## src/rtl/rcss_cfg.svh

```systemverilog
// Constants for the reset and clock start-up sequencer.
`ifndef RCSS_CFG_SVH
`define RCSS_CFG_SVH
// ============================================================
// Timing
`define RCSS_CLK_PERIOD_NS 25
`define RCSS_POR_DELAY_NS 10000
`define RCSS_MON_DELAY_US 100
`define RCSS_POR_CYCLES ((`RCSS_POR_DELAY_NS + `RCSS_CLK_PERIOD_NS - 1) / `RCSS_CLK_PERIOD_NS)
`define RCSS_MON_CYCLES ((`RCSS_MON_DELAY_US * 1000 + `RCSS_CLK_PERIOD_NS - 1) / `RCSS_CLK_PERIOD_NS)
`define RCSS_POWER_UP_TIMER_CYCLES 640000
`define RCSS_OST_CYCLES 1024
// ============================================================
// Timer slots
`define RCSS_NUM_TIMERS 3
`define RCSS_T_POR 0
`define RCSS_T_POWER_UP_TIMER 1
`define RCSS_T_OST 2
// ============================================================
// Register port and map (word indexes)
`define RCSS_ADDR_W 4
`define RCSS_DATA_W 16
`define RCSS_REG_TRIM 4'h0
`define RCSS_REG_OSC 4'h1
`define RCSS_REG_RESET_CONTROL_REG 4'h2
// ============================================================
// Register fields and reset values
`define RCSS_TRIM_W 4
`define RCSS_TRIM_RESET 4'h0
`define RCSS_OSC_SRC_MSB 1
`define RCSS_OSC_SRC_LSB 0
`define RCSS_OSC_PLL_BIT 2
`define RCSS_OSC_FAIL_BIT 3
`define RCSS_OSC_SWITCH_BIT 4
`define RCSS_OSC_LOCK_BIT 5
`define RCSS_OSC_SWBACK_BIT 7
`define RCSS_RESET_CONTROL_REG_POR_BIT 0
`define RCSS_RESET_CONTROL_REG_BOR_BIT 1
// ============================================================
// Configuration fields
`define RCSS_FAM_FAST_RC 3'h1
`define RCSS_FAM_LOW_PWR_RC 3'h2
`define RCSS_FAM_LOWPWR_XTAL 3'h3
`define RCSS_PM_BASE_MSB 4
`define RCSS_PM_BASE_LSB 2
`define RCSS_PM_MULT_MSB 1
`define RCSS_PM_MULT_LSB 0
`define RCSS_SECOND_OSC_PIN_DIV_W 2
`endif

```

## src/rtl/rcss_pkg.sv

```systemverilog
// Types shared by the reset and clock start-up sequencer.
package rcss_pkg;
   typedef enum logic [1:0] {
      SRC_FAST_RC = 2'h0,
      SRC_LOW_PWR_RC = 2'h1,
      SRC_PRIMARY = 2'h2,
      SRC_LOWPWR_XTAL = 2'h3
   } rcss_src_t;
   typedef enum logic [2:0] {
      BASE_MED_XTAL = 3'h0,
      BASE_HI_XTAL = 3'h1,
      BASE_HI_DIV2 = 3'h2,
      BASE_HI_DIV3 = 3'h3,
      BASE_EXT_CLK = 3'h4,
      BASE_EXT_CLK_IO = 3'h5,
      BASE_EXT_RC = 3'h6,
      BASE_MISC = 3'h7
   } rcss_base_t;
   typedef enum logic [1:0] {
      MULT_NONE = 2'h0,
      MULT_X4 = 2'h1,
      MULT_X8 = 2'h2,
      MULT_X16 = 2'h3
   } rcss_mult_t;
   typedef enum logic [1:0] {
      PREDIV_NONE = 2'h0,
      PREDIV_DIV2 = 2'h1,
      PREDIV_DIV3 = 2'h2
   } rcss_prediv_t;
   typedef enum logic [1:0] {
      ST_HOLD = 2'b00,
      ST_WAIT = 2'b01,
      ST_RUN = 2'b10
   } rcss_state_t;
endpackage : rcss_pkg

```

## src/rtl/rcss_sync.sv

```systemverilog
// Three-stage input synchroniser that accepts a change once stages two and three agree.
`timescale 1ns/100ps
module rcss_sync #(
   parameter int W = 3
) (
   input wire logic clk,
   input wire logic rst,
   input wire logic [W-1:0] d,
   output logic [W-1:0] q
);
   logic [W-1:0] s1_q;
   logic [W-1:0] s2_q;
   logic [W-1:0] s3_q;
   logic [W-1:0] q_d;
   logic [W-1:0] differ;

   // A disagreement between stages two and three keeps the old value.
   assign differ = s2_q ^ s3_q;
   assign q_d = (~differ & s2_q) | (differ & q);

   always_ff @(posedge clk) begin
      if (rst) begin
         s1_q <= '0;
         s2_q <= '0;
         s3_q <= '0;
         q <= '0;
      end else begin
         s1_q <= d;
         s2_q <= s1_q;
         s3_q <= s2_q;
         q <= q_d;
      end
   end
endmodule : rcss_sync

```

## src/rtl/rcss_top.sv

```systemverilog
// Reset and clock start-up sequencer with clock-fail fallback and brown-out handling.
//
// Chosen here: the register addresses and strobed register access.
`timescale 1ns/100ps
`include "rcss_cfg.svh"

// Behaviour
// - Clock fault after timers raises clock-fail trap
// - Trap switches system clock to fast RC
// - Fault checked only after both reset timers
// - Power-up timer off, no crystal: fast exit
// - No clock, monitor off: core stays frozen
// - Brown-out resets the whole device
// - Brown-out picks source from configuration fields
// - Oscillator modes withhold clock until start-up timer
// - PLL use withholds clock until lock bit
// - Reset released after both delays elapse
// - Zero power-up delay with crystal: monitor delay
// - Brown-out sets status flag bit one
// - Brown-out detection active in Sleep, Idle
// - PLL multiplies by four, eight, sixteen
// - High-speed crystal prescaled by two or three
// - Second pin: quarter clock, or general I/O
// - Fast RC and low-power RC selectable
// - Four-bit trim code tunes fast RC
module rcss_top
   import rcss_pkg::*;
#(
   parameter int unsigned POWER_UP_TIMER_CYCLES = `RCSS_POWER_UP_TIMER_CYCLES,
   parameter int unsigned OST_CYCLES = `RCSS_OST_CYCLES
) (
   input wire logic clk,
   input wire logic rst,
   input wire logic brownout_det,
   input wire logic osc_running,
   input wire logic pll_lock,
   input wire logic [2:0] cfg_osc_family_select,
   input wire logic [4:0] cfg_primary_osc_mode_select,
   input wire logic cfg_clock_fail_monitor_en,
   input wire logic cfg_power_up_timer_en,
   input wire logic cfg_brownout_en,
   input wire logic [`RCSS_ADDR_W-1:0] reg_addr,
   input wire logic [`RCSS_DATA_W-1:0] reg_wdata,
   input wire logic reg_wr,
   input wire logic reg_rd,
   output logic [`RCSS_DATA_W-1:0] reg_rdata,
   output logic core_rst,
   output logic core_clk_en,
   output logic [1:0] clk_src_sel,
   output logic pll_en,
   output logic [1:0] pll_mult,
   output logic [1:0] pll_prediv,
   output logic [`RCSS_TRIM_W-1:0] fast_rc_trim_code,
   output logic fast_rc_en,
   output logic low_pwr_rc_en,
   output logic clk_fail_trap,
   output logic second_osc_pin_o,
   output logic second_osc_pin_oe,
   output logic second_osc_pin_gpio
);
   localparam int NT = `RCSS_NUM_TIMERS;
   localparam logic [31:0] POR_LIM = 32'(`RCSS_POR_CYCLES);
   localparam logic [31:0] MON_LIM = 32'(`RCSS_MON_CYCLES);
   localparam logic [31:0] POWER_UP_TIMER_LIM = 32'(POWER_UP_TIMER_CYCLES);
   localparam logic [31:0] OST_LIM = 32'(OST_CYCLES);

   // ============================================================
   // Input synchronisation and reset sources
   logic bor_s;
   logic osc_run_s;
   logic lock_s;
   logic bor_hold;
   logic seq_rst;

   rcss_sync #(.W(3)) u_sync (
      .clk(clk),
      .rst(rst),
      .d({brownout_det, osc_running, pll_lock}),
      .q({bor_s, osc_run_s, lock_s})
   );

   // Detection has no gating by Sleep or Idle, so it trips in every power state.
   assign bor_hold = cfg_brownout_en & bor_s;
   assign seq_rst = rst | bor_hold;

   // ============================================================
   // Configuration latch and mode decode
   rcss_state_t state_q;
   rcss_state_t state_d;
   logic [2:0] fam_q;
   logic [4:0] pm_q;
   rcss_base_t base;
   rcss_mult_t mult;
   logic fam_primary;
   logic misc_pll;
   logic low_freq_xtal;
   logic illegal;
   rcss_src_t cfg_src;
   logic cfg_xtal;
   logic cfg_pll;
   logic cfg_ext;

   // Fields are captured while the sequence is held, so any reset re-reads them.
   always_ff @(posedge clk) begin
      if (seq_rst || state_q == ST_HOLD) begin
         fam_q <= cfg_osc_family_select;
         pm_q <= cfg_primary_osc_mode_select;
      end
   end

   assign base = rcss_base_t'(pm_q[`RCSS_PM_BASE_MSB:`RCSS_PM_BASE_LSB]);
   assign mult = rcss_mult_t'(pm_q[`RCSS_PM_MULT_MSB:`RCSS_PM_MULT_LSB]);
   assign fam_primary = !(fam_q inside {`RCSS_FAM_FAST_RC, `RCSS_FAM_LOW_PWR_RC,
                                        `RCSS_FAM_LOWPWR_XTAL});
   assign misc_pll = fam_primary && base == BASE_MISC && mult != MULT_NONE;
   assign low_freq_xtal = fam_primary && base == BASE_MISC && mult == MULT_NONE;
   // Unused mode codes fall back to the fast RC so the part always gets a clock.
   assign illegal = fam_primary &&
      ((base == BASE_HI_XTAL && mult != MULT_NONE) ||
       (base inside {BASE_HI_DIV2, BASE_HI_DIV3} && mult == MULT_NONE) ||
       (base == BASE_EXT_CLK && mult != MULT_NONE) ||
       (base == BASE_EXT_RC && mult > MULT_X4));
   assign cfg_src = (fam_q == `RCSS_FAM_LOW_PWR_RC) ? SRC_LOW_PWR_RC :
                    (fam_q == `RCSS_FAM_LOWPWR_XTAL) ? SRC_LOWPWR_XTAL :
                    (!fam_primary || illegal || misc_pll) ? SRC_FAST_RC :
                    SRC_PRIMARY;
   assign cfg_xtal = (cfg_src == SRC_LOWPWR_XTAL) || low_freq_xtal ||
      (cfg_src == SRC_PRIMARY && base inside {BASE_MED_XTAL, BASE_HI_XTAL,
                                              BASE_HI_DIV2, BASE_HI_DIV3});
   assign cfg_pll = fam_primary && !illegal && mult != MULT_NONE;
   assign cfg_ext = (cfg_src == SRC_PRIMARY) || (cfg_src == SRC_LOWPWR_XTAL);

   // ============================================================
   // Clock-fail fallback state
   logic fail_q;
   logic fail_d;
   logic switch_q;
   logic switch_d;
   logic fail_set;
   logic fail_clr;
   logic swback_wr;
   logic tgt_ready;
   logic trap_q;
   rcss_src_t eff_src;
   logic [NT-1:0] tmr_done;

   // The configured source is ready once it runs, has settled and, with PLL, locked.
   assign tgt_ready = (!cfg_ext || osc_run_s) && tmr_done[`RCSS_T_OST] &&
                      (!cfg_pll || lock_s);
   assign fail_set = state_q == ST_RUN && cfg_clock_fail_monitor_en &&
                     !fail_q && !tgt_ready;
   assign fail_clr = switch_q && tgt_ready;
   assign fail_d = fail_set | (fail_q & ~fail_clr);
   assign switch_d = (switch_q | (swback_wr & fail_q)) & ~fail_clr;
   assign eff_src = fail_q ? SRC_FAST_RC : cfg_src;

   always_ff @(posedge clk) begin
      if (seq_rst) begin
         fail_q <= 1'b0;
         switch_q <= 1'b0;
         trap_q <= 1'b0;
      end else begin
         fail_q <= fail_d;
         switch_q <= switch_d;
         trap_q <= fail_set;
      end
   end

   // ============================================================
   // Delay timers: power-on, power-up or monitor, oscillator start-up
   logic [31:0] tmr_lim [NT];
   logic [NT-1:0] tmr_en;
   logic [NT-1:0] tmr_clr;

   assign tmr_lim[`RCSS_T_POR] = POR_LIM;
   // With both monitor and power-up timer off and no crystal this limit is zero.
   assign tmr_lim[`RCSS_T_POWER_UP_TIMER] = cfg_power_up_timer_en ? POWER_UP_TIMER_LIM :
                                  cfg_xtal ? MON_LIM : '0;
   assign tmr_lim[`RCSS_T_OST] = cfg_xtal ? OST_LIM : '0;
   assign tmr_en[`RCSS_T_POR] = state_q == ST_WAIT;
   assign tmr_en[`RCSS_T_POWER_UP_TIMER] = state_q == ST_WAIT;
   assign tmr_en[`RCSS_T_OST] = state_q != ST_HOLD && (!cfg_ext || osc_run_s);
   assign tmr_clr[`RCSS_T_POR] = state_q == ST_HOLD;
   assign tmr_clr[`RCSS_T_POWER_UP_TIMER] = state_q == ST_HOLD;
   assign tmr_clr[`RCSS_T_OST] = state_q == ST_HOLD || (swback_wr && fail_q);

   for (genvar i = 0; i < NT; i++) begin : g_tmr
      logic [31:0] cnt_q;
      assign tmr_done[i] = cnt_q >= tmr_lim[i];
      always_ff @(posedge clk) begin
         if (seq_rst || tmr_clr[i]) begin
            cnt_q <= '0;
         end else if (tmr_en[i] && !tmr_done[i]) begin
            cnt_q <= cnt_q + 32'h0000_0001;
         end
      end
   end

   // ============================================================
   // Sequence control
   always_comb begin
      state_d = state_q;
      unique case (state_q)
         ST_HOLD: begin
            state_d = ST_WAIT;
         end
         ST_WAIT: begin
            if (tmr_done[`RCSS_T_POR] && tmr_done[`RCSS_T_POWER_UP_TIMER]) begin
               state_d = ST_RUN;
            end
         end
         ST_RUN: begin
            state_d = ST_RUN;
         end
         default: begin
            state_d = ST_HOLD;
         end
      endcase
   end

   always_ff @(posedge clk) begin
      if (seq_rst) begin
         state_q <= ST_HOLD;
      end else begin
         state_q <= state_d;
      end
   end

   assign core_rst = state_q != ST_RUN;
   // Without the monitor a dead source leaves the core frozen at its reset vector.
   assign core_clk_en = fail_q || tgt_ready;

   // ============================================================
   // Clock selector outputs
   assign clk_src_sel = eff_src;
   // The PLL keeps running during a switch-back so it can lock before the handover.
   assign pll_en = cfg_pll && (!fail_q || switch_q);
   assign pll_mult = pll_en ? mult : MULT_NONE;
   assign pll_prediv = !pll_en ? PREDIV_NONE :
                       (base == BASE_HI_DIV2) ? PREDIV_DIV2 :
                       (base == BASE_HI_DIV3) ? PREDIV_DIV3 : PREDIV_NONE;
   assign fast_rc_en = eff_src == SRC_FAST_RC;
   assign low_pwr_rc_en = eff_src == SRC_LOW_PWR_RC;
   assign clk_fail_trap = trap_q;

   // ============================================================
   // Second oscillator pin
   logic [`RCSS_SECOND_OSC_PIN_DIV_W-1:0] div_q;
   logic erc_mode;

   assign erc_mode = cfg_src == SRC_PRIMARY && base == BASE_EXT_RC && mult == MULT_NONE;
   assign second_osc_pin_gpio = cfg_src == SRC_PRIMARY &&
      (base == BASE_EXT_CLK_IO || (base == BASE_EXT_RC && mult == MULT_X4));
   assign second_osc_pin_oe = erc_mode && !fail_q;
   assign second_osc_pin_o = div_q[`RCSS_SECOND_OSC_PIN_DIV_W-1];

   // The top bit of a two-bit counter toggles every two cycles: a quarter-rate clock.
   always_ff @(posedge clk) begin
      if (seq_rst) begin
         div_q <= '0;
      end else begin
         div_q <= div_q + `RCSS_SECOND_OSC_PIN_DIV_W'(1);
      end
   end

   // ============================================================
   // Register port
   logic [`RCSS_TRIM_W-1:0] trim_q;
   logic por_flag_q;
   logic bor_flag_q;
   logic wr_trim;
   logic wr_osc;
   logic wr_reset_control_reg;
   logic por_clr;
   logic bor_clr;
   logic [`RCSS_DATA_W-1:0] osc_rd;
   logic [`RCSS_DATA_W-1:0] reset_control_reg_rd;
   logic [`RCSS_DATA_W-1:0] rd_mux;

   assign wr_trim = reg_wr && reg_addr == `RCSS_REG_TRIM;
   assign wr_osc = reg_wr && reg_addr == `RCSS_REG_OSC;
   assign wr_reset_control_reg = reg_wr && reg_addr == `RCSS_REG_RESET_CONTROL_REG;
   assign swback_wr = wr_osc && reg_wdata[`RCSS_OSC_SWBACK_BIT];
   assign por_clr = wr_reset_control_reg && !reg_wdata[`RCSS_RESET_CONTROL_REG_POR_BIT];
   assign bor_clr = wr_reset_control_reg && !reg_wdata[`RCSS_RESET_CONTROL_REG_BOR_BIT];

   always_comb begin
      osc_rd = '0;
      osc_rd[`RCSS_OSC_SRC_MSB:`RCSS_OSC_SRC_LSB] = eff_src;
      osc_rd[`RCSS_OSC_PLL_BIT] = pll_en;
      osc_rd[`RCSS_OSC_FAIL_BIT] = fail_q;
      osc_rd[`RCSS_OSC_SWITCH_BIT] = switch_q;
      osc_rd[`RCSS_OSC_LOCK_BIT] = lock_s;
      reset_control_reg_rd = '0;
      reset_control_reg_rd[`RCSS_RESET_CONTROL_REG_POR_BIT] = por_flag_q;
      reset_control_reg_rd[`RCSS_RESET_CONTROL_REG_BOR_BIT] = bor_flag_q;
   end

   assign rd_mux = (reg_addr == `RCSS_REG_TRIM) ? `RCSS_DATA_W'(trim_q) :
                   (reg_addr == `RCSS_REG_OSC) ? osc_rd :
                   (reg_addr == `RCSS_REG_RESET_CONTROL_REG) ? reset_control_reg_rd : '0;

   // The trim code follows the whole-device reset, so a brown-out restores nominal.
   always_ff @(posedge clk) begin
      if (seq_rst) begin
         trim_q <= `RCSS_TRIM_RESET;
      end else if (wr_trim) begin
         trim_q <= reg_wdata[`RCSS_TRIM_W-1:0];
      end
   end
   assign fast_rc_trim_code = trim_q;

   // Reset flags survive the brown-out they report; a new event wins over a clear.
   always_ff @(posedge clk) begin
      por_flag_q <= rst | (por_flag_q & ~por_clr);
      if (rst) begin
         bor_flag_q <= 1'b0;
      end else begin
         bor_flag_q <= bor_hold | (bor_flag_q & ~bor_clr);
      end
   end

   always_ff @(posedge clk) begin
      if (rst) begin
         reg_rdata <= '0;
      end else begin
         reg_rdata <= reg_rd ? rd_mux : '0;
      end
   end
endmodule : rcss_top

```

## config.mk

```make
export PLATFORM = sky130hd
export DESIGN_NAME = rcss_top
export DESIGN_NICKNAME = d
export VERILOG_FILES = /design/src/rtl/rcss_pkg.sv /design/src/rtl/rcss_sync.sv /design/src/rtl/rcss_top.sv
export VERILOG_INCLUDE_DIRS = /design/src /design/src/rtl
export SDC_FILE = /design/constraint.sdc
export NUM_CORES = 1
export LEC_CHECK = 0
export BUFFER_PORTS_ARGS = -buffer_cell sky130_fd_sc_hd__buf_2
export CAP_MARGIN = 25
export CORE_MARGIN = 3
export CORE_UTILIZATION = 30
export CTS_CLUSTER_DIAMETER = 80
export CTS_CLUSTER_SIZE = 12
export DETAILED_ROUTE_END_ITERATION = 16
export MAX_ROUTING_LAYER = met4
export SETUP_SLACK_MARGIN = 0.05
export SYNTH_ARGS = -nofsm -noshare
export SYNTH_HDL_FRONTEND = slang
export SYNTH_SLANG_ARGS = --single-unit
```

## constraint.sdc

```tcl
create_clock -name clk -period 6.3 [get_ports clk]
set_input_delay 0.315 -clock clk [delete_from_list [all_inputs] [get_ports clk]]
set_output_delay 0.315 -clock clk [all_outputs]
set_load 0.02 [all_outputs]
```

== Word level (Yosys, flattened, before mapping) ==
Cells that the tools add are included.
Cells by class
  add/sub/neg operators: 4
  multipliers: 0
  divide/modulo/power cells: 0
  magnitude comparators: 4
  eq/ne operators: 20
  shifts and indexed selects: 0
  multiplexer cells: 16
  bitwise logic cells: 20
  reductions and logical operators: 75
Operators by type and width (count)
  adder 32 x 1 -> 32 bit (second input constant): 3
  logical AND 1 bit: 35
  >= comparator 32 x 11 -> 1 bit: 1
  >= comparator 32 x 20 -> 1 bit: 1
  >= comparator 32 x 9 -> 1 bit (second input constant): 1
  two-way mux 2 bit: 10
  two-way mux 20 bit: 1
  logical OR 1 bit: 16
  == test 3 x 2 -> 1 bit (second input constant): 4
  == test 3 bit (second input constant): 4
  two-way mux 12 bit: 1
  logical NOT 1 bit: 11
  two-way mux 11 bit: 1
  bitwise AND 1 bit: 6
  bitwise AND 3 bit: 2
  == test 2 x 1 -> 1 bit (second input constant): 3
  == test 2 bit (second input constant): 3
  == test 3 x 1 -> 1 bit (second input constant): 2
  logical NOT 2 bit: 3
  two-way mux 6 bit: 1
  case mux 2 bit (3 select lines): 1
  nonzero test 2 bit: 3
  bitwise OR 1 bit: 5
  == test 4 x 1 -> 1 bit (second input constant): 1
  other kinds (17): 20
Word-level totals
  register bits: 145
  bits in latches: 0
  RAM bits: 0
  memory bits (read-only): 0
  input bits: 38
  output and inout port bits: 35
  memories: 0

== Longest topological paths before layout ==
Gate-level depths: netlist (run 1).
  word-level depth: 23
  gate-level depth with buffers: 13
  depth with buffers taken out: 11

== Cells and area by module ==
A second synthesis (run 1) with hierarchy kept.
Unflattened totals
  cell total of the unflattened synthesis: 612
  area total of the unflattened synthesis: 5723.0 sq um
By module, submodules not included
  rcss_top: times used 1, cells each 581, area an instance 5340.1 sq um, sequential area each 2542.4 sq um
  rcss_sync: times used 1, cells each 31, area an instance 382.9 sq um, sequential area each 240.2 sq um

== Least setup slack after synthesis (run 1) ==
OpenSTA, ideal clock, no wires.
  kind: register to register
  start: register pm_q[4]
  end: register g_tmr[1].cnt_q[10]
  library setup time: 0.118 ns
  arrival time: 3.121 ns
  data required time: 6.182 ns
  setup slack: 3.061 ns
  cell stages (with the launch flop): 13
  path buffers: 2
  cell sequence: edfxtp_1 > clkbuf_1 > nor2_1 > a22o_1 > a21o_1 > and2_1 > ha_1 > and4b_1 > a221o_1 > a211o_1 > clkbuf_1 > or4_1 > mux2i_1
On the way
  longest elaborated chain between the ends: 20
Ends and longest elaborated chain
  from (decl): RTL line rcss_top.sv:91  | logic [4:0] pm_q;
  from (signal assigned): RTL line rcss_top.sv:107  | pm_q <= cfg_primary_osc_mode_select;
  == test 3 x 2 -> 1 bit: RTL line rcss_top.sv:120, rcss_top.sv:128
  nonzero test 2 bit: RTL line rcss_top.sv:120  | (base inside {BASE_HI_DIV2, BASE_HI_DIV3} && mult == MULT_NONE) ||
  logical AND 1 bit: RTL line rcss_top.sv:120
  logical OR 1 bit: RTL line rcss_top.sv:119  | ((base == BASE_HI_XTAL && mult != MULT_NONE) ||
  logical OR 1 bit: RTL line rcss_top.sv:120
  logical OR 1 bit: RTL line rcss_top.sv:121  | (base == BASE_EXT_CLK && mult != MULT_NONE) ||
  logical AND 1 bit: RTL line rcss_top.sv:118  | assign illegal = fam_primary &&
  logical OR 1 bit (2 in series): RTL line rcss_top.sv:125  | (!fam_primary || illegal || misc_pll) ? SRC_FAST_RC :
  [3 not listed]
  == test 2 bit (on tied branches): RTL line rcss_top.sv:127, rcss_top.sv:128
  logical OR 1 bit or logical AND 1 bit (tied branches): RTL line rcss_top.sv:127, rcss_top.sv:128
  logical OR 1 bit *: RTL line rcss_top.sv:127  | assign cfg_xtal = (cfg_src == SRC_LOWPWR_XTAL) || low_freq_xtal ||
  two-way mux 12 bit *: RTL line rcss_top.sv:178  | cfg_xtal ? MON_LIM : '0;
  two-way mux 20 bit *: RTL line rcss_top.sv:177  | assign tmr_lim[`RCSS_T_POWER_UP_TIMER] = cfg_power_up_timer_en ? POWER_UP_TIMER_LIM :
  >= comparator 32 x 20 -> 1 bit *: RTL line rcss_top.sv:189  | assign tmr_done[i] = cnt_q >= tmr_lim[i];
  logical NOT 1 bit *: RTL line rcss_top.sv:193  | end else if (tmr_en[i] && !tmr_done[i]) begin
  logical AND 1 bit *: RTL line rcss_top.sv:193
  to (signal assigned): RTL line rcss_top.sv:194  | cnt_q <= cnt_q + 32'h0000_0001;
  to (decl): RTL line rcss_top.sv:188  | logic [31:0] cnt_q;
Every way passes the cells marked *; elsewhere a longest branch is shown, timed or not.
A chain may end at the register's enable or synchronous reset.

== Final worst setup path (run 1) ==
  start: register pm_q[1]
  end: register g_tmr[1].cnt_q[12]
On the way
  longest elaborated chain between the ends: 19
Ends and longest elaborated chain (RTL line)
  nonzero test 2 bit or logical NOT 2 bit (tied branches)
  logical AND 1 bit (on tied branches): rcss_top.sv:119, rcss_top.sv:120
  logical OR 1 bit: rcss_top.sv:119
  logical OR 1 bit: rcss_top.sv:120
  logical OR 1 bit: rcss_top.sv:121
  logical AND 1 bit: rcss_top.sv:118
  logical OR 1 bit (2 in series): rcss_top.sv:125
  two-way mux 2 bit: rcss_top.sv:125
  [2 not listed]
  == test 2 bit (on tied branches): rcss_top.sv:127, rcss_top.sv:128
  logical OR 1 bit or logical AND 1 bit (tied branches): rcss_top.sv:127, rcss_top.sv:128
  logical OR 1 bit *: rcss_top.sv:127
  two-way mux 12 bit *: rcss_top.sv:178
  two-way mux 20 bit *: rcss_top.sv:177
  >= comparator 32 x 20 -> 1 bit *: rcss_top.sv:189
  logical NOT 1 bit *: rcss_top.sv:193
  logical AND 1 bit *: rcss_top.sv:193
Marked as above.

==> run_results.csv, run 1 <==
group,metric,value,unit
clock_tree,numCtsBuffers,17,
clock_tree,cts_tree,"yes",
floorplan,start_util,0.309,
worst_setup_path,critPathMostFrequentCell,"mux2i_1",
timing,slew-limit-headroom,0.360,
timing,period_minus_slack,3.52,ns
layout,layout-drive-gt1-share,0.170,
timing,tns,0,ns
synthesis,synth_seq_cells,135,
timing,slew_viol_final,0,
synthesis,synth_top_area_frac,0.434,
route,wirelength,13000,µm
synthesis,async_flop_share,0,
worst_setup_path,slowest_stage,"or4_1",
timing,timing.fmax,284,MHz
global_routing,grt_pass1_vias,4395,
floorplan,core-area,19000,µm²
floorplan,rows,50,
worst_setup_path,cpPeakStageDelay,0.58,ns
clock_tree,cts_hold_buf,0,
place,hpwl,9230,µm
floorplan,die_x,146,µm
synthesis,syn_area,5850,µm²
timing,finalCritPeriodShare,0.559,
place,gp_congestion,0.813,
clock_tree,post-cts-setup-buffer-count,0,
clock_tree,cts_root_buffer,"clkbuf_16",
hold_path,holdPathStages,1,
global_routing,antenna_found_initial,1,
global_routing,grt_overflow,0,
synthesis,avgSynthCellArea,9.23,µm²
route,num_vias,4620,
timing,hold_viol,0,
hold_path,hp-class,"in2reg",
clock_tree,clkSinkCount,135,
worst_setup_path,worstPathMaxFanout,12,
global_routing,grt_pass1_wl,21900,µm
route,drt_iter0_drc,291,
worst_setup_path,crit_required,6.61,ns
clock_tree,clk_pin_slew,0.06,ns
timing,worst_slew_pin_slew,0.948,ns
worst_setup_path,cp_num_cells,11,
synthesis,synthTopCellsByArea,"dfxtp_1 (43%), and3_1 (4.4%), ha_1 (4.3%), mux2i_1 (4.1%), edfxtp_1 (4.1%)",
synthesis,ys_warn_count,0,
place,portBuffers,51,
route,detail_route.wl_per_cell,13.6,µm
worst_setup_path,cp_cell_sequence,"nor2_1 > mux2i_1 > a22o_1 > a21o_1 > nand2_1 > ha_1 > and4b_1 > a221o_1 > a211o_1 > or4_1 > mux2i_1",
worst_setup_path,arrival,3.83,ns
flow_run,cap_violations,0,
worst_setup_path,cp-start-kind,"flip-flop",
layout,finalNetCount,743,
timing,rsz0062_at_grt,"false",
clock_tree,clock_path_buffers,2,
synthesis,synth-main-ff-cell,"dfxtp_1",
layout,layout_commonest_cell,"dfxtp_1",
layout,final_cell_area,6940,µm²
clock_tree,htree_levels,4,
synthesis,synthCells,634,
global_routing,grt_max_degree,40,
power_and_ir_drop,peakVddDrop,0.192,mV
clock_tree,clk-insertion-delay-late,0.41,ns
synthesis,synth_edf_count,8,
route,final_antenna_net_count,0,
power_and_ir_drop,leakage,0.00284,µW
power_and_ir_drop,power_per_cell_area,339,nW/µm²
worst_setup_path,critical_path_class,"reg2reg",
timing,finalSetupViolCount,0,
timing,skew,0.00975,ns
route,firstDrtPassIters,5,
route,drc_errors,0,
global_routing,track_usage,0.129,
layout,mostFrequentLayoutCells,"dfxtp_1 (127), nand2_1 (57), buf_2 (51)",
floorplan,pin_count,73,
worst_setup_path,end_kind,"flip-flop",
run_status,outcome,"completed",
worst_setup_path,cp.buffers_inverters,0,
worst_setup_path,rr_worst_depth,11,
synthesis,yosys.area.top_type,"dfxtp_1",
place,place_area,6350,µm²
synthesis,synth_seq_area_share,0.475,
synthesis,synth.distinct_cells,53,
clock_tree,cts_resized,0,
route,vias_per_cell,4.83,
layout,syn_to_final_growth,18.5,%
worst_setup_path,cpLargestDelayFamily,"compound AO/OA/AOI/OAI gates",
floorplan,dieArea,21200,µm²
floorplan,die_height,146,µm
-- path summary, 6_finish.rpt --
check / startpoint / slack, ns / end
setup / recovery: pm_q[1] / 2.78 / g_tmr[1].cnt_q[12]
hold / removal: cfg_primary_osc_mode_select[0] / 0.08 / pm_q[0]
hold reg to reg: div_q[0] / 0.44 / div_q[0]
setup reg to reg: pm_q[1] / 2.78 / g_tmr[1].cnt_q[12]
-- Yosys cell counts, types with 2 or more instances --
cell / number
nor3_1: 20
nor2_1: 22
a21o_1: 2
or2_2: 20
or4_4: 2
nand2_1: 57
or4b_2: 2
nor4_1: 21
and4b_1: 2
clkbuf_1: 24
nor4b_1: 6
a211oi_1: 5
nand3_1: 34
o221a_2: 2
nand2b_1: 9
nand4b_1: 2
a22oi_1: 2
buf_4: 10
edfxtp_1: 8
nand4_1: 13
o31ai_1: 7
nor2b_1: 11
ha_1: 20
or4_1: 12
dfxtp_1: 127
a21oi_1: 29
mux2i_1: 24
inv_1: 22
o21a_1: 2
a41oi_1: 3
o21ai_0: 20
nand3b_1: 3
xnor2_1: 7
and4_1: 2
and2_1: 24
and3_1: 41
-- metrics by stage --
stage	worst slack, ns	total power (µW)	hold slack, ns	std cells	utilization
2_1_floorplan	3.06	1280	0.387	643	-
3_3_place_gp	2.81	1420	0.423	926	0.335
6_report	2.78	2350	0.0827	957	0.366
3_5_place_dp	2.79	1420	0.428	926	0.335
5_1_grt	2.37	2480	0.0666	957	0.366
4_1_cts	2.77	2380	0.0669	956	0.366
-- routing by layer --
| layer | share of wire | GRT usage | wire length (µm) | vias to the layer above |
|---|---|---|---|---|
| met5 | 0 | - | 0 | - |
| met4 | 0.015 | 0.0456 | 200 | 0 |
| met3 | 0.057 | 0.0396 | 738 | 17 |
| met2 | 0.43 | 0.189 | 5670 | 105 |
| met1 | 0.49 | 0.169 | 6420 | 2134 |
| li1 | - | - | - | 2364 |
-- cells by family (layout without fill, tap and decap cells) --
| logic type | Yosys count | after routing | synth area share |
|---|---|---|---|
| other | 1 | 11 | 0.000641 |
| buffers and inverters | 57 | 110 | 0.0442 |
| and+or+nand+nor | 308 | 308 | 0.297 |
| DFF | 135 | 135 | 0.475 |
| adders and majority gates | 20 | 20 | 0.0427 |
| muxes | 24 | 24 | 0.0410 |
| xor gates and xnor gates | 7 | 7 | 0.0105 |
| AOI/OAI and AO/OA | 82 | 82 | 0.0883 |
-- sequential cells by signal, indices dropped and copies added (netlist names), named ones only --
| register | cells |
|---|---|
| g_tmr.cnt_q | 96 |
| reg_rdata | 6 |
| pm_q | 5 |
| fast_rc_trim_code | 4 |
| fam_q | 3 |
| u_sync.s1_q | 3 |
| u_sync.s2_q | 3 |
| u_sync.s3_q | 3 |
| div_q | 2 |
| state_q | 2 |
| bor_flag_q | 1 |
| clk_fail_trap | 1 |
| fail_q | 1 |
| por_flag_q | 1 |
| switch_q | 1 |
-- power breakdown --
part / total (µW) / internal (µW) / switching (µW)
Sequential: 918 / 891 / 26.7
Clock: 958 / 612 / 346
Combinational: 478 / 157 / 321
Total: 2350 / 1660 / 694
-- area by class of cell --
| cell class | count | area (µm²) |
|---|---|---|
| fill | 1914 | 12000 |
| multi-input combinational | 451 | 2850 |
| sequential | 135 | 2780 |
| clock buffer | 23 | 519 |
| tap | 260 | 325 |
| timing repair buffer | 58 | 308 |
| inverter | 22 | 82.6 |
| clock inverter | 7 | 66.3 |
| antenna | 1 | 2.50 |
Note: power is estimated with default switching activity, not from simulation.
==> run 2, diff against run 1 <==
clock period = 2.91 ns   (was 6.3 ns; I/O delays follow)
==> run 2 against run 1 <==
Net effect: critical path depth unchanged; combinational power increased to 3.2 times the previous value; largest power group unchanged; the flow now finishes with violations (setup timing); highest routed layer unchanged; cell area increased by 14%.
==> run_results.csv, run 2 (synthesized netlist as in run 1, its figures left out) <==
group,metric,value,unit
run_status,outcome,"finished with violations",
run_status,violations,"setup timing",
place,portBuffers,51,
global_routing,grt_pass1_vias,4808,
layout,layout-drive-gt1-share,0.291,
floorplan,die_height,146,µm
timing,tns,-2.90,ns
timing,skew,0.00609,ns
clock_tree,cts_root_buffer,"clkbuf_16",
global_routing,grt_overflow,0,
floorplan,rows,50,
worst_setup_path,cpLargestDelayFamily,"compound AO/OA/AOI/OAI gates",
worst_setup_path,slowest_stage,"or4_4",
worst_setup_path,cp_cell_sequence,"nor2_2 > mux2i_1 > a22o_1 > a21o_1 > and2_4 > ha_4 > and4b_1 > a221o_1 > a211o_4 > or4_4 > mux2i_1",
place,hpwl,9370,µm
global_routing,track_usage,0.139,
route,detail_route.wl_per_cell,14.0,µm
layout,max_flop_register,"g_tmr.cnt_q",
layout,largest_reg_flops,96,
layout,layout_commonest_cell,"dfxtp_1",
layout,instances_no_fill,1022,
flow_run,cap_violations,0,
global_routing,grt_pass1_wl,23800,µm
worst_setup_path,critical_path_class,"reg2reg",
route,wirelength,14300,µm
worst_setup_path,reg2reg_setup_slack,-0.23,ns
layout,fillers,1818,
timing,layout_setup_ws,-0.235,ns
power_and_ir_drop,leakage,0.00322,µW
floorplan,pin_count,73,
timing,period_minus_slack,3.14,ns
timing,rsz0062_at_grt,"true",
clock_tree,clock_path_buffers,2,
hold_path,hp-class,"in2reg",
floorplan,start_util,0.309,
worst_setup_path,worstPathMaxFanout,6,
route,vias_per_cell,4.83,
power_and_ir_drop,power,5620,µW
layout,reg_top3,"g_tmr.cnt_q: 96 flops, reg_rdata: 6 flops, pm_q: 5 flops",
clock_tree,clkSinkCount,135,
global_routing,antenna_found_initial,0,
clock_tree,cts_tree,"yes",
worst_setup_path,critPathMostFrequentCell,"mux2i_1",
timing,finalCritPeriodShare,1.08,
place,pre_cts_slack,-0.275,ns
clock_tree,htree_levels,4,
timing,slew_viol_final,0,
worst_setup_path,cp.buffers_inverters,0,
timing,hold_viol,0,
place,dp.cells,953,
clock_tree,clk_pin_slew,0.06,ns
route,firstDrtPassIters,4,
worst_setup_path,arrival,3.45,ns
layout,syn_to_final_growth,35.3,%
worst_setup_path,cp-start-kind,"flip-flop",
layout,diodes,0,
route,final_antenna_net_count,0,
global_routing,grt_max_degree,40,
timing,timing.fmax,318,MHz
clock_tree,clk-insertion-delay-late,0.42,ns
layout,multi_input_area,3270,µm²
layout,mostFrequentLayoutCells,"dfxtp_1 (127), nand2_1 (56), buf_2 (50)",
clock_tree,numCtsBuffers,17,
power_and_ir_drop,peakVddDrop,0.395,mV
layout,finalNetCount,807,
worst_setup_path,crit_required,3.22,ns
layout,seqCellArea,2780,µm²
timing,finalSetupViolCount,28,
route,drc_errors,0,
floorplan,core-area,19000,µm²
place,gp_congestion,0.815,
route,num_vias,4939,
floorplan,die_x,146,µm
worst_setup_path,cpPeakStageDelay,0.52,ns
route,drt_iter0_drc,295,
timing,worst_slew_pin_slew,1.01,ns
floorplan,dieArea,21200,µm²
worst_setup_path,end_kind,"flip-flop",
power_and_ir_drop,power_per_cell_area,709,nW/µm²
timing,slew-limit-headroom,0.323,
[run 2: changes by cell type in the layout (fill, tap and decap cells not counted), sizes merged]
cell | previous run | this run
clkinvlp | 1 | 3
clkinv | 5 | 6
clkbuf | 23 | 21
dlygate4sd3 | 0 | 16
bufinv | 1 | 2
diode | 1 | 0
a211o | 1 | 2
buf | 58 | 105
[run 2: cell type report]
class,instances,area share
well taps,260,0.0411
flip-flops and latches,135,0.351
clock buffers,21,0.0594
clock inverters,11,0.0156
multi-input cells,452,0.412
inverters,22,0.0104
repair buffers,121,0.110
[run 2: what timing repair did]
item / CTS / global route
hold endpoints to repair: 17 / 0
endpoints found under the setup margin: 34 / 34
setup buffers: 19 / 4
gates resized for setup: 44 / 38
cloned: 1 / 0
hold buffers: 16 / 0
pin swaps: 21 / 17
[run 2: worst min-delay path: stages]
cell	delay, ns
buf_2	0.11
nand2b_1	0.10
nor2_1	0.07
[run 2: worst paths after layout]
| check | startpoint | to | cells past startpoint |
|---|---|---|---|
| worst max register to register | pm_q[1] | g_tmr[1].cnt_q[8] | 11 |
| worst max-delay path | pm_q[1] | g_tmr[1].cnt_q[8] | 11 |
| worst min register to register | div_q[0] | div_q[0] | 1 |
| worst min-delay path | reg_rd | reg_rdata[3] | 3 |
[run 2: per-layer routing]
| layer | up-vias | share of wire | global-route usage | wire length [µm] |
|---|---|---|---|---|
| met3 | 15 | 0.033 | 0.0355 | 472 |
| met4 | 0 | 0.013 | 0.0470 | 182 |
| met5 | - | 0 | - | 0 |
| met1 | 2346 | 0.49 | 0.182 | 7020 |
| li1 | 2501 | - | - | - |
| met2 | 77 | 0.46 | 0.211 | 6600 |
[run 2: report_power, final]
part	internal [µW]	leakage [µW]	switching, µW
sequential	1930	0.00111	47.0
clock	1330	0.000285	800
combinational	645	0.00183	872
[run 2: through the flow]
stage | hold slack [ns] | util | instance area (µm²)
floorplan | 0.217 | - | 5930
global placement | 0.327 | 0.348 | 6590
detailed placement | 0.327 | 0.348 | 6590
CTS | 0.0399 | 0.406 | 7690
global route | 0.0682 | 0.418 | 7920
finish | 0.0597 | 0.418 | 7920
==> run 3, diff against run 2 <==
ABC_AREA = 1   (was unset)
MAX_ROUTING_LAYER = unset   (was met4)
==> run 3 against run 2 <==
Net effect: global-route usage shrank 1.3 points; count of clock-buffer cells in the layout fell by 3; critical endpoint is now core_clk_en; the flow now finishes without violations; cell area decreased by 1.8%; area after synthesis increased by 7.2%; sequential power is essentially flat; setup slack improved by 0.34 ns; largest power group unchanged; sequential cell count unchanged; sequential share of layout area increased by 0.63 points; die area increased by 6.9%; first-iteration DRC count is 6.4% higher.
==> run_results.csv, run 3 <==
group,metric,value,unit
power_and_ir_drop,intPower,3790,µW
worst_setup_path,cp-start-kind,"flip-flop",
clock_tree,clk_pin_slew,0.06,ns
timing,period_minus_slack,2.80,ns
worst_setup_path,r2r_end,"g_tmr[1].cnt_q[20]",
floorplan,core-area,20400,µm²
synthesis,yosys.area.top_type,"dfxtp_1",
hold_path,whs_endpoint,"fast_rc_trim_code[1]",
route,final_antenna_net_count,0,
clock_tree,clkSinkCount,135,
floorplan,die_x,151,µm
hold_path,hp-class,"in2reg",
clock_tree,cts_root_buffer,"clkbuf_16",
timing,holdWs,0.0299,ns
clock_tree,htree_levels,4,
worst_setup_path,reg2reg_from,"pm_q[3]",
power_and_ir_drop,p_seq_frac,0.361,
worst_setup_path,cpPeakStageDelay,0.45,ns
place,dp.cells,1151,
route,detail_route.wl_per_cell,11.4,µm
floorplan,die_height,151,µm
timing,finalCritPeriodShare,0.964,
power_and_ir_drop,peakVddDrop,0.457,mV
global_routing,track_usage,0.126,
floorplan,dieArea,22700,µm²
clock_tree,cts_tree,"yes",
layout,finalNetCount,980,
global_routing,grt_max_degree,46,
synthesis,synth_seq_area_share,0.443,
power_and_ir_drop,p_comb_frac,0.254,
power_and_ir_drop,p_switching,1760,µW
layout,largest_reg_flops,96,
worst_setup_path,rr_worst_depth,18,
worst_setup_path,end_kind,"output pin",
run_status,outcome,"completed",
layout,max_flop_register,"g_tmr.cnt_q",
hold_path,hp-start,"reg_wr",
timing,worst_slew_pin_slew,0.768,ns
global_routing,antenna_found_initial,0,
synthesis,synth_seq_cells,135,
clock_tree,clk-insertion-delay-late,0.42,ns
worst_setup_path,crit_required,2.76,ns
power_and_ir_drop,leakage,0.00315,µW
route,drt_iter0_drc,314,
layout,reg_top3,"g_tmr.cnt_q: 96 flops, reg_rdata: 6 flops, pm_q: 5 flops",
layout,diodes,0,
flow_run,cap_violations,0,
clock_tree,numCtsBuffers,17,
global_routing,grt_pass1_wl,22800,µm
synthesis,ys_warn_count,0,
synthesis,syn_area,6280,µm²
synthesis,synth_edf_count,8,
timing,rsz0062_at_grt,"true",
floorplan,rows,52,
layout,instances_no_fill,1204,
hold_path,holdPathStages,3,
clock_tree,clock_path_buffers,2,
worst_setup_path,critical_path_class,"reg2out",
synthesis,async_flop_share,0,
route,wirelength,13800,µm
layout,syn_to_final_growth,24.0,%
route,drc_errors,0,
route,vias_per_cell,4.45,
timing,slew-limit-headroom,0.487,
floorplan,pin_count,73,
worst_setup_path,arrival,2.66,ns
synthesis,synth.distinct_cells,43,
worst_setup_path,reg2reg_setup_slack,0.12,ns
timing,skew,0.00750,ns
timing,slew_viol_final,0,
synthesis,synthCells,840,
worst_setup_path,slowest_stage,"edfxtp_1",
synthesis,post-synth-top-count-cell,"inv_1",
worst_setup_path,cpLargestDelayFamily,"simple AND/OR/NAND/NOR gates",
global_routing,grt_pass1_vias,4976,
place,hpwl,9670,µm
timing,finalSetupViolCount,0,
worst_setup_path,cp.buffers_inverters,3,
synthesis,synth_top_area_frac,0.405,
worst_setup_path,worstPathMaxFanout,3,
timing,hold_viol,0,
timing,timing.fmax,357,MHz
place,gp_congestion,0.865,
power_and_ir_drop,switching_share,0.317,
global_routing,grt_overflow,0,
worst_setup_path,cp_cell_sequence,"buf_4 > buf_4 > nand4_1 > nand3_2 > o221ai_4 > ha_4 > nand4_1 > nor3_2 > nor2_2 > a21oi_2 > nand2_2 > nand2_2 > buf_6",
synthesis,synthTopCellsByArea,"dfxtp_1 (41%), inv_1 (8.4%), nor2_1 (8.3%), nand2_1 (7.8%), nand4_1 (4.1%)",
synthesis,yosys-top-cells-count,"inv_1 (140), nor2_1 (138), nand2_1 (130), dfxtp_1 (127), a21oi_1 (51)",
power_and_ir_drop,power_per_cell_area,713,nW/µm²
power_and_ir_drop,p_clk_frac,0.385,
route,firstDrtPassIters,5,
floorplan,start_util,0.308,
layout,mostFrequentLayoutCells,"inv_1 (136), nor2_1 (135), dfxtp_1 (127)",
synthesis,avgSynthCellArea,7.47,µm²
layout,layout_commonest_cell,"inv_1",
route,num_vias,5353,
synthesis,synth-main-ff-cell,"dfxtp_1",
layout,layout-drive-gt1-share,0.175,
place,portBuffers,51,
run 3: how the worst max path moves through the flow:
stage | start | to | depth (start not counted)
2_1_floorplan | pm_q[3] | g_tmr[1].cnt_q[10] | 21
4_1_cts | pm_q[1] | core_clk_en | 14
5_1_grt | pm_q[3] | g_tmr[1].cnt_q[20] | 18
6_report | pm_q[3] | core_clk_en | 13
3_5_place_dp | fam_q[0] | g_tmr[1].cnt_q[8] | 18
3_3_place_gp | pm_q[4] | g_tmr[1].cnt_q[20] | 18
run 3: cells by family (layout without fill, tap and decap cells):
group | after synthesis | after routing | share of synthesized area
compound gates | 80 | 80 | 0.0690
buf+inv | 175 | 259 | 0.122
xor+xnor | 25 | 25 | 0.0349
other cells | 1 | 10 | 0.000597
fa+ha+maj | 20 | 20 | 0.0399
flops | 135 | 135 | 0.443
simple gates | 404 | 405 | 0.291
run 3: power by group through the flow:
stage	combinational, µW	sequential, µW	clock [µW]
2_1_floorplan	872	2030	0
3_3_place_gp	1190	2040	0
3_5_place_dp	1190	2040	0
4_1_cts	1270	2000	2190
5_1_grt	1550	2010	2280
6_report	1410	2000	2140
run 3: per-layer routing:
layer  track usage  wire length [µm]  share of wire
met5             0                 0              0
met4        0.0580               274          0.020
met3        0.0370               528          0.038
met2         0.208              6690           0.49
met1         0.151              6260           0.46
run 3: worst min-delay path, delay by kind of cell:
family	cells	cell delay, ns
and+or+nand+nor	1	0.07
AOI/OAI and AO/OA	1	0.06
buffers and inverters	1	0.12
run 3: layout make-up:
class,instances,area (µm²)
clock buffer,18,439
clock inverter,13,156
fill,2088,12600
inverter,144,541
multi-input combinational,540,2950
sequential,135,2780
tap,270,338
timing repair buffer,84,581
run 3: repair_timing:
item | 4_1_cts | 5_1_grt
pin swaps | 5 | 12
buffers inserted | 4 | 2
gates cloned | 0 | 2
hold buffers | 15 | 0
endpoints found under the setup margin | 23 | 24
hold endpoints to repair | 15 | 0
gates resized for setup | 13 | 31
run 3: through the flow:
step                setup TNS [ns]  power [µW]  setup slack (ns)  area, µm²  utilization
finish                           0        5550             0.105       7780        0.382
CTS                              0        5460            0.0757       7600        0.373
global placement                 0        3220            0.0470       6780        0.333
global route                -0.989        5840           -0.0710       7780        0.382
floorplan                        0        2900             0.259       6310            -
detailed placement               0        3230            0.0380       6780        0.333
